### src/verilog/cod_pkg.sv
// package for the card option and address decode block
// assumes one 10 MHz system clock and an 8-bit register port
package cod_pkg;
  localparam int REG_AW = 4;
  localparam int REG_DW = 8;
  localparam logic [3:0] OFS_CTRL   = 4'h0;
  localparam logic [3:0] OFS_CLKSEL = 4'h1;
  localparam logic [3:0] OFS_ROUTE  = 4'h2;
  localparam logic [3:0] OFS_STAT   = 4'h3;
  localparam logic [3:0] OFS_MASK   = 4'h4;
  localparam logic [3:0] OFS_STATE  = 4'h5;
  // control register bits
  localparam int CTL_ECHO   = 0;
  localparam int CTL_FOURW  = 1;
  localparam int CTL_RTSCTL = 2;
  localparam int CTL_CTSFIT = 3;
  localparam int CTL_WINV   = 4;
  localparam int CTL_WDOFF  = 5;
  localparam logic [7:0] RST_CTRL   = 8'h0B;
  localparam logic [7:0] RST_CLKSEL = 8'h00;
  localparam logic [7:0] RST_ROUTE  = 8'hFF;
  localparam logic [3:0] RST_MASK   = 4'h0;
  localparam logic [3:0] RST_STAT   = 4'h0;
  // clock select and route field positions
  localparam int CS_W      = 3;
  localparam int CS0_LSB   = 0;
  localparam int CS1_LSB   = 4;
  localparam int RT_W      = 4;
  localparam int RT_TMP_LSB = 0;
  localparam int RT_SER_LSB = 4;
  // status bits
  localparam int ST_TEMP = 0;
  localparam int ST_WDOG = 1;
  localparam int ST_SER  = 2;
  localparam int ST_WDW  = 3;
  localparam int ST_N    = 4;
  // host interrupt lines 2..7 are indices 0..5, lines 10..14 are indices 6..10
  localparam int IRQ_LINES = 11;
  localparam int IRQ_WIDE  = 6;
  localparam int CLK_SRC_N = 5;
  localparam logic [2:0] WDW_SIZE = 3'h5;
  localparam int PIN_W = 38;
  // strobes idle high, everything else low
  localparam logic [37:0] PIN_RST = 38'h000C000000;
endpackage

### src/verilog/cod_top.sv
// card option selection and i/o address decode
// assumes isa pins and line-side pins are asynchronous to clk_sys_i;
// option bits live in registers reached over a plain register port
//
// Strobed register access and the register offsets were chosen for this implementation.
`timescale 1ns/1ps
module cod_top
  import cod_pkg::*;
(
  input  wire logic              clk_sys_i,
  input  wire logic              rst_n_i,
  input  wire logic [REG_AW-1:0] reg_addr_i,
  input  wire logic [REG_DW-1:0] reg_wdata_i,
  input  wire logic              reg_wr_i,
  input  wire logic              reg_rd_i,
  output logic      [REG_DW-1:0] reg_rdata_o,
  input  wire logic [9:0]        isa_addr_i,
  input  wire logic              isa_ior_n_i,
  input  wire logic              isa_iow_n_i,
  input  wire logic              isa_aen_i,
  input  wire logic              bus16_i,
  input  wire logic [6:0]        sw_serial_on_i,
  input  wire logic [6:0]        sw_wdog_on_i,
  output logic                   serial_sel_o,
  output logic                   wdog_sel_o,
  output logic      [2:0]        reg_index_o,
  input  wire logic              uart_rts_i,
  input  wire logic              ext_cts_i,
  output logic                   line_rts_o,
  output logic                   uart_cts_o,
  output logic                   rx_enable_o,
  output logic                   tx_enable_o,
  input  wire logic              wdog_trip_i,
  output logic                   wdog_out_o,
  input  wire logic [4:0]        clk_src_i,
  output logic      [1:0]        ctr_clk_o,
  input  wire logic              temp_alarm_i,
  input  wire logic              serial_irq_i,
  output logic [IRQ_LINES-1:0]   isa_irq_o,
  output logic                   irq_o
);

  logic [PIN_W-1:0] raw;
  logic [PIN_W-1:0] s1;
  logic [PIN_W-1:0] s2;
  logic [PIN_W-1:0] s3;
  logic [PIN_W-1:0] agree;
  logic [PIN_W-1:0] pin;
  logic [9:0]       p_addr;
  logic             p_ior_n;
  logic             p_iow_n;
  logic             p_aen;
  logic             p_bus16;
  logic [6:0]       p_sw_ser;
  logic [6:0]       p_sw_wd;
  logic             p_rts;
  logic             p_cts;
  logic             p_trip;
  logic             p_temp;
  logic             p_ser_irq;
  logic [4:0]       p_clk_src;
  logic [7:0]       ctrl;
  logic [7:0]       clksel;
  logic [7:0]       route;
  logic [ST_N-1:0]  mask;
  logic [ST_N-1:0]  status;
  logic [ST_N-1:0]  ev;
  logic [ST_N-1:0]  clr;
  logic             io_cyc;
  logic             next_serial_sel;
  logic             next_wdog_sel;
  logic             next_rts;
  logic             prev_temp;
  logic             prev_trip;
  logic [IRQ_LINES-1:0] next_irq;
  logic [1:0]           next_ctr_clk;
  logic [RT_W-1:0]      rt_tmp;
  logic [RT_W-1:0]      rt_ser;

  // three-stage synchroniser; a change counts once stages 2 and 3 agree
  assign raw = {isa_addr_i, isa_ior_n_i, isa_iow_n_i, isa_aen_i, bus16_i,
                sw_serial_on_i, sw_wdog_on_i, uart_rts_i, ext_cts_i,
                wdog_trip_i, temp_alarm_i, serial_irq_i, clk_src_i};
  assign agree = ~(s2 ^ s3);

  always_ff @(posedge clk_sys_i or negedge rst_n_i)
  begin
    if (!rst_n_i)
    begin
      s1  <= PIN_RST;
      s2  <= PIN_RST;
      s3  <= PIN_RST;
      pin <= PIN_RST;
    end
    else
    begin
      s1  <= raw;
      s2  <= s1;
      s3  <= s2;
      pin <= (s2 & agree) | (pin & ~agree);
    end
  end

  assign {p_addr, p_ior_n, p_iow_n, p_aen, p_bus16, p_sw_ser, p_sw_wd,
          p_rts, p_cts, p_trip, p_temp, p_ser_irq, p_clk_src} = pin;

  // address decode; the switch reads active when on, so invert it
  assign io_cyc = (!p_ior_n || !p_iow_n) && !p_aen;
  assign next_serial_sel = io_cyc && (p_addr[9:3] == ~p_sw_ser);
  assign next_wdog_sel = io_cyc && (p_addr[9:3] == ~p_sw_wd)
                         && (p_addr[2:0] < WDW_SIZE);

  always_ff @(posedge clk_sys_i or negedge rst_n_i)
  begin
    if (!rst_n_i)
    begin
      serial_sel_o <= 1'b0;
      wdog_sel_o   <= 1'b0;
      reg_index_o  <= 3'h0;
    end
    else
    begin
      serial_sel_o <= next_serial_sel;
      wdog_sel_o   <= next_wdog_sel;
      reg_index_o  <= p_addr[2:0];
    end
  end

  // line transceiver control
  assign next_rts = ctrl[CTL_RTSCTL] ? p_rts : 1'b1;

  always_ff @(posedge clk_sys_i or negedge rst_n_i)
  begin
    if (!rst_n_i)
    begin
      line_rts_o  <= 1'b1;
      uart_cts_o  <= 1'b0;
      rx_enable_o <= 1'b0;
      tx_enable_o <= 1'b0;
    end
    else
    begin
      line_rts_o  <= next_rts;
      uart_cts_o  <= ctrl[CTL_CTSFIT] ? 1'b1 : p_cts;
      // echo keeps the receiver on so our own sends come back
      rx_enable_o <= ctrl[CTL_ECHO] ? 1'b1 : !next_rts;
      tx_enable_o <= ctrl[CTL_FOURW] ? 1'b1 : next_rts;
    end
  end

  // watchdog output; inverted polarity idles high
  always_ff @(posedge clk_sys_i or negedge rst_n_i)
  begin
    if (!rst_n_i)
      wdog_out_o <= 1'b0;
    else
      wdog_out_o <= (p_trip && !ctrl[CTL_WDOFF]) ^ ctrl[CTL_WINV];
  end

  // counter clock source selection, one mux per counter
  for (genvar g = 0; g < 2; g++)
  begin : g_ctr
    logic [CS_W-1:0] sel;
    assign sel = clksel[(g == 0 ? CS0_LSB : CS1_LSB) +: CS_W];
    // codes beyond the five sources give a still clock
    assign next_ctr_clk[g] = (sel < 3'(CLK_SRC_N)) ? p_clk_src[sel] : 1'b0;
  end

  always_ff @(posedge clk_sys_i or negedge rst_n_i)
  begin
    if (!rst_n_i)
      ctr_clk_o <= 2'h0;
    else
      ctr_clk_o <= next_ctr_clk;
  end

  // host interrupt routing; upper lines only exist on the wide bus
  assign rt_tmp = route[RT_TMP_LSB +: RT_W];
  assign rt_ser = route[RT_SER_LSB +: RT_W];

  for (genvar l = 0; l < IRQ_LINES; l++)
  begin : g_irq
    assign next_irq[l] = (l >= IRQ_WIDE && !p_bus16) ? 1'b0 :
                         ((rt_tmp == 4'(l)) && p_temp) ||
                         ((rt_ser == 4'(l)) && p_ser_irq);
  end

  always_ff @(posedge clk_sys_i or negedge rst_n_i)
  begin
    if (!rst_n_i)
      isa_irq_o <= '0;
    else
      isa_irq_o <= next_irq;
  end

  // register writes
  always_ff @(posedge clk_sys_i or negedge rst_n_i)
  begin
    if (!rst_n_i)
    begin
      ctrl   <= RST_CTRL;
      clksel <= RST_CLKSEL;
      route  <= RST_ROUTE;
      mask   <= RST_MASK;
    end
    else if (reg_wr_i)
    begin
      case (reg_addr_i)
        OFS_CTRL:   ctrl   <= reg_wdata_i;
        OFS_CLKSEL: clksel <= reg_wdata_i;
        OFS_ROUTE:  route  <= reg_wdata_i;
        OFS_MASK:   mask   <= reg_wdata_i[ST_N-1:0];
        default:    ;
      endcase
    end
  end

  // sticky event status, write one to clear; a new event beats the clear
  always_ff @(posedge clk_sys_i or negedge rst_n_i)
  begin
    if (!rst_n_i)
    begin
      prev_temp <= 1'b0;
      prev_trip <= 1'b0;
    end
    else
    begin
      prev_temp <= p_temp;
      prev_trip <= p_trip;
    end
  end

  assign ev[ST_TEMP] = p_temp && !prev_temp;
  assign ev[ST_WDOG] = p_trip && !prev_trip;
  assign ev[ST_SER]  = next_serial_sel && !serial_sel_o;
  assign ev[ST_WDW]  = next_wdog_sel && !wdog_sel_o;
  assign clr = (reg_wr_i && reg_addr_i == OFS_STAT) ?
               reg_wdata_i[ST_N-1:0] : '0;

  always_ff @(posedge clk_sys_i or negedge rst_n_i)
  begin
    if (!rst_n_i)
      status <= RST_STAT;
    else
      status <= (status & ~clr) | ev;
  end

  assign irq_o = |(status & mask);

  // read data stands only in the cycle after the strobe
  always_ff @(posedge clk_sys_i or negedge rst_n_i)
  begin
    if (!rst_n_i)
      reg_rdata_o <= 8'h00;
    else if (reg_rd_i)
    begin
      case (reg_addr_i)
        OFS_CTRL:   reg_rdata_o <= ctrl;
        OFS_CLKSEL: reg_rdata_o <= clksel;
        OFS_ROUTE:  reg_rdata_o <= route;
        OFS_STAT:   reg_rdata_o <= {4'h0, status};
        OFS_MASK:   reg_rdata_o <= {4'h0, mask};
        OFS_STATE:  reg_rdata_o <= {p_bus16, wdog_out_o, uart_cts_o,
                                    line_rts_o, tx_enable_o, rx_enable_o,
                                    wdog_sel_o, serial_sel_o};
        default:    reg_rdata_o <= 8'h00;
      endcase
    end
    else
      reg_rdata_o <= 8'h00;
  end
endmodule

### config.mk
export PLATFORM = sky130hd
export DESIGN_NAME = cod_top
export DESIGN_NICKNAME = d
export VERILOG_FILES = /design/src/verilog/cod_pkg.sv /design/src/verilog/cod_top.sv
export SDC_FILE = /design/constraint.sdc
export NUM_CORES = 1
export LEC_CHECK = 0
export BUFFER_PORTS_ARGS = -buffer_cell sky130_fd_sc_hd__buf_2
export CAP_MARGIN = 20
export CORE_ASPECT_RATIO = 1.5
export CORE_MARGIN = 10
export CORE_UTILIZATION = 55
export CTS_BUF_LIST = sky130_fd_sc_hd__clkbuf_16
export DETAILED_ROUTE_END_ITERATION = 10
export GPL_TIMING_DRIVEN = 1
export PLACE_DENSITY = 0.75
export SYNTH_ARGS = -nofsm -noshare
export SYNTH_HDL_FRONTEND = slang
export SYNTH_SLANG_ARGS = --single-unit
### constraint.sdc
create_clock -name clk_sys_i -period 2.4 [get_ports clk_sys_i]
set_clock_uncertainty 0.15 [all_clocks]
set_input_delay 0.6 -clock clk_sys_i [delete_from_list [all_inputs] [get_ports clk_sys_i]]
set_output_delay 0.6 -clock clk_sys_i [all_outputs]
set_load 0.005 [all_outputs]
==> metrics list <==
- Proportion of synthesized chip area in sequential cells: 75.7%
- The critical path is of the reg2out type.
* Net count after synthesis: 487
* Hold slack: 0.0636 ns
- Die Outline Area: 0.0182 mm²
* R2R Path End: reg_rdata_o[7]
- The worst setup path is captured at an output pin.
- Counting I/O delays and the setup requirement, the final critical path takes 2.08 ns.
- Fmax: 482 MHz
- Deepest clock path buffer count: 3
- Setup violations remaining at the end of the flow were counted as 0.
- Largest fanout on the critical path: 3
* Static leakage power: 0.00386 µW
- By area the synthesized netlist is led by dfrtp_1 68%, dfstp_2 7.3%, maj3_1 5.3%.
- Power density relative to cell area: 942 mW/mm²
- After clock tree synthesis, the clock-pin slew on the worst setup and hold paths is 0.06 ns.
- Layout fillers: 932
- Compared with the post-synthesis result, the final layout area differs by 17.8%.
- Critical path origin: status[3]
- STA puts the critical path data required time at 1.65 ns.
- Vias in the first global route: 4280
* Iter 0 DRT Violations: 153
* Post-route antenna net violation count: 0
- Setup fix buffers added after clock tree synthesis: 0
* Worst Tran Pin Value: 0.448 ns
- Library cells used by synthesis: 42
- The path with the worst hold slack has its endpoint at s1[26].
- Entering global routing, the biggest net connects 56 pins.
- Std-Cell Rows: 51
* Number of instances in the placed design: 674
- The number of antenna violations at the first check in global routing came to 0.
- TritonCTS clock tree: done
- The number of hold buffers added after CTS was 1.
- Register-to-register setup slack: 0.90 ns
* Total negative slack for setup checks: 0 ns
- Layout cell share with drive strength beyond 1: 33.0%
* Path category of the worst min-delay check: in2reg
- Average wire length per cell after detail routing: 18.4 µm
- In this run the vertical extent of the chip is 160 µm.
* Post-detail-place hpwl: 9.52 mm
- The worst pin sits at a relative slew slack of 70.1%.
- Along the worst hold path, the cell count comes to 1.
- Global placement routability congestion: 0.948
- Initial core utilization: 55.9%
* Overall fraction of global-route tracks in use: 14.7%
- Layout net count: 592
- Beginning of the worst hold path: isa_iow_n_i
- N_diodes: 0
- Gate count of the mapped netlist: 433
* Proportion of register bits with asynchronous set or reset after synthesis: 100%
- The worst-case IR drop observed on VDD is 0.000586 V.
- Summed instance area of the synthesized netlist: 0.00721 mm²
- Max Transition Viols Final: 0
* Residual overflow from global routing: 0
* Insertion delay to the later sink of the worst-skew pair: 0.48 ns
- Vias: 3761
- The number of clock buffers added by TritonCTS is 20.
* Post-cts gate resize count: 0
- Post-layout utilization of the core: 65.9%
* Leading cell type by number of instances after synthesis: dfrtp_1
- Max-cap violations in this run came to 0.
- Run status: finished clean
- The tree is rooted in a clkbuf_16.
- STA puts the critical path data arrival time at 1.33 ns.
- Pre-CTS WS: 0.292 ns
- Crit start category: flop
- In this run the number of H-tree levels came out at 1.
- Summed over its instances, the top area cell type makes up 68.4% of the synthesized netlist area.
* CTS Sinks: 217
- The count of buffers added on input and output ports is 85.
- In this run the critical register-to-register path is launched from route[7].
- Yosys mapped a number of flops with a built-in enable equal to 0.
- The first global-routing pass estimated 21.8 mm of wire.
* Commonest register cell after synthesis: dfrtp_1
- The first detailed-routing pass took 4 iterations.
* Final Routed Wirelength: 13.1 mm
- Area used by multi-input combinational logic: 0.00169 mm²
- Measured in cells, the most critical reg-to-reg path has a length of 4.
- Routed vias/inst: 5.29
* DR DRC count: 0
- Portion of the clock cycle consumed by the worst path in the final layout: 86.5%
- Measured along the x axis, the die boundary spans 113 µm.
- Ports placed on the boundary: 86
- Final Instance Count excl. Fillers: 711
* Final hold vios: 0
- Worst Setup Slack, final: 0.324 ns
- Flop and latch count out of synthesis: 217
- The region available for standard cell placement spans 0.0129 mm².
- During synthesis, Yosys emitted a total of 0 warnings.
- In this run the mean area of a mapped cell was 16.7 µm².
- The synthesized design spends more area on one cell type than any other, namely dfrtp_1.
- Setup repair after global routing missed its margin: no
- Most instantiated cells after synthesis: 197 x dfrtp_1, 38 x maj3_1, 29 x mux2_2
* Sequential Area: 0.00546 mm²
## worst max path at each step
stage	to	slack [ns]	depth (start not counted)
5_1_grt	irq_o	0.23	3
2_1_floorplan	clksel[0]	0.62	5
4_1_cts	irq_o	0.30	3
3_5_place_dp	clksel[5]	0.29	4
6_report	irq_o	0.32	3
3_3_place_gp	clksel[5]	0.36	4
## cell families after synthesis
| group | after synthesis | share of synthesized area (%) |
|---|---|---|
| AO/OA/AOI/OAI | 38 | 3.59 |
| XOR/XNOR | 15 | 1.82 |
| adder cells (fa/ha/maj) | 38 | 5.27 |
| buffers and inverters | 12 | 0.972 |
| flip-flops | 217 | 75.7 |
| multiplexers | 43 | 7.01 |
| AND/OR/NAND/NOR | 70 | 5.67 |
## worst max-delay path, stage by stage (launching register included)
cell and delay, ns:
dfrtp_1 0.43, a22oi_1 0.19, nand2_1 0.09, buf_2 0.14
## stage by stage
step                cell area (µm²)  power, µW
floorplan                      7210       4730
finish                         8490       8000
global placement               7860       5080
detailed placement             7860       5140
CTS                            8490       8100
global route                   8490       8370
## cell usage in the layout, fill, tap and decap left out, types with 3 or more instances in the layout
cell / instances
nand2_2: 3
a22oi_1: 3
clkbuf_16: 21
mux2_2: 29
nand3_1: 8
a21oi_1: 6
xor2_1: 13
and2_1: 5
nor2_1: 6
buf_2: 84
dfrtp_1: 197
nand2b_1: 8
mux2i_1: 10
inv_1: 10
clkinv_1: 4
a22o_1: 4
clkinv_2: 3
buf_12: 3
or2_2: 6
nand3b_1: 6
mux4_2: 3
nor2b_1: 4
o22ai_1: 12
o21ai_0: 3
nand2_1: 13
dfstp_2: 20
maj3_1: 38
## routing by layer
metal	share of wire [%]	GRT usage (%)	vias up
met5	0	0	-
met4	3.8	6.83	0
met3	7.2	3.97	28
met2	51	25.5	133
met1	38	16.2	1890
li1	-	-	1710
## area by class of cell
cell class / count / area share (%)
well taps: 159 / 2.34
clock buffers: 21 / 6.19
multi-input cells: 204 / 19.8
inverters: 5 / 0.221
repair buffers: 90 / 6.03
clock inverters: 15 / 1.12
flip-flops and latches: 217 / 64.2
## power breakdown
group | leakage (µW) | internal [µW] | switching [µW]
registers | 0.00256 | 4050 | 277
logic | 0.000976 | 393 | 335
clock network | 0.000322 | 1690 | 1250
(Power assumes the default switching activity.)
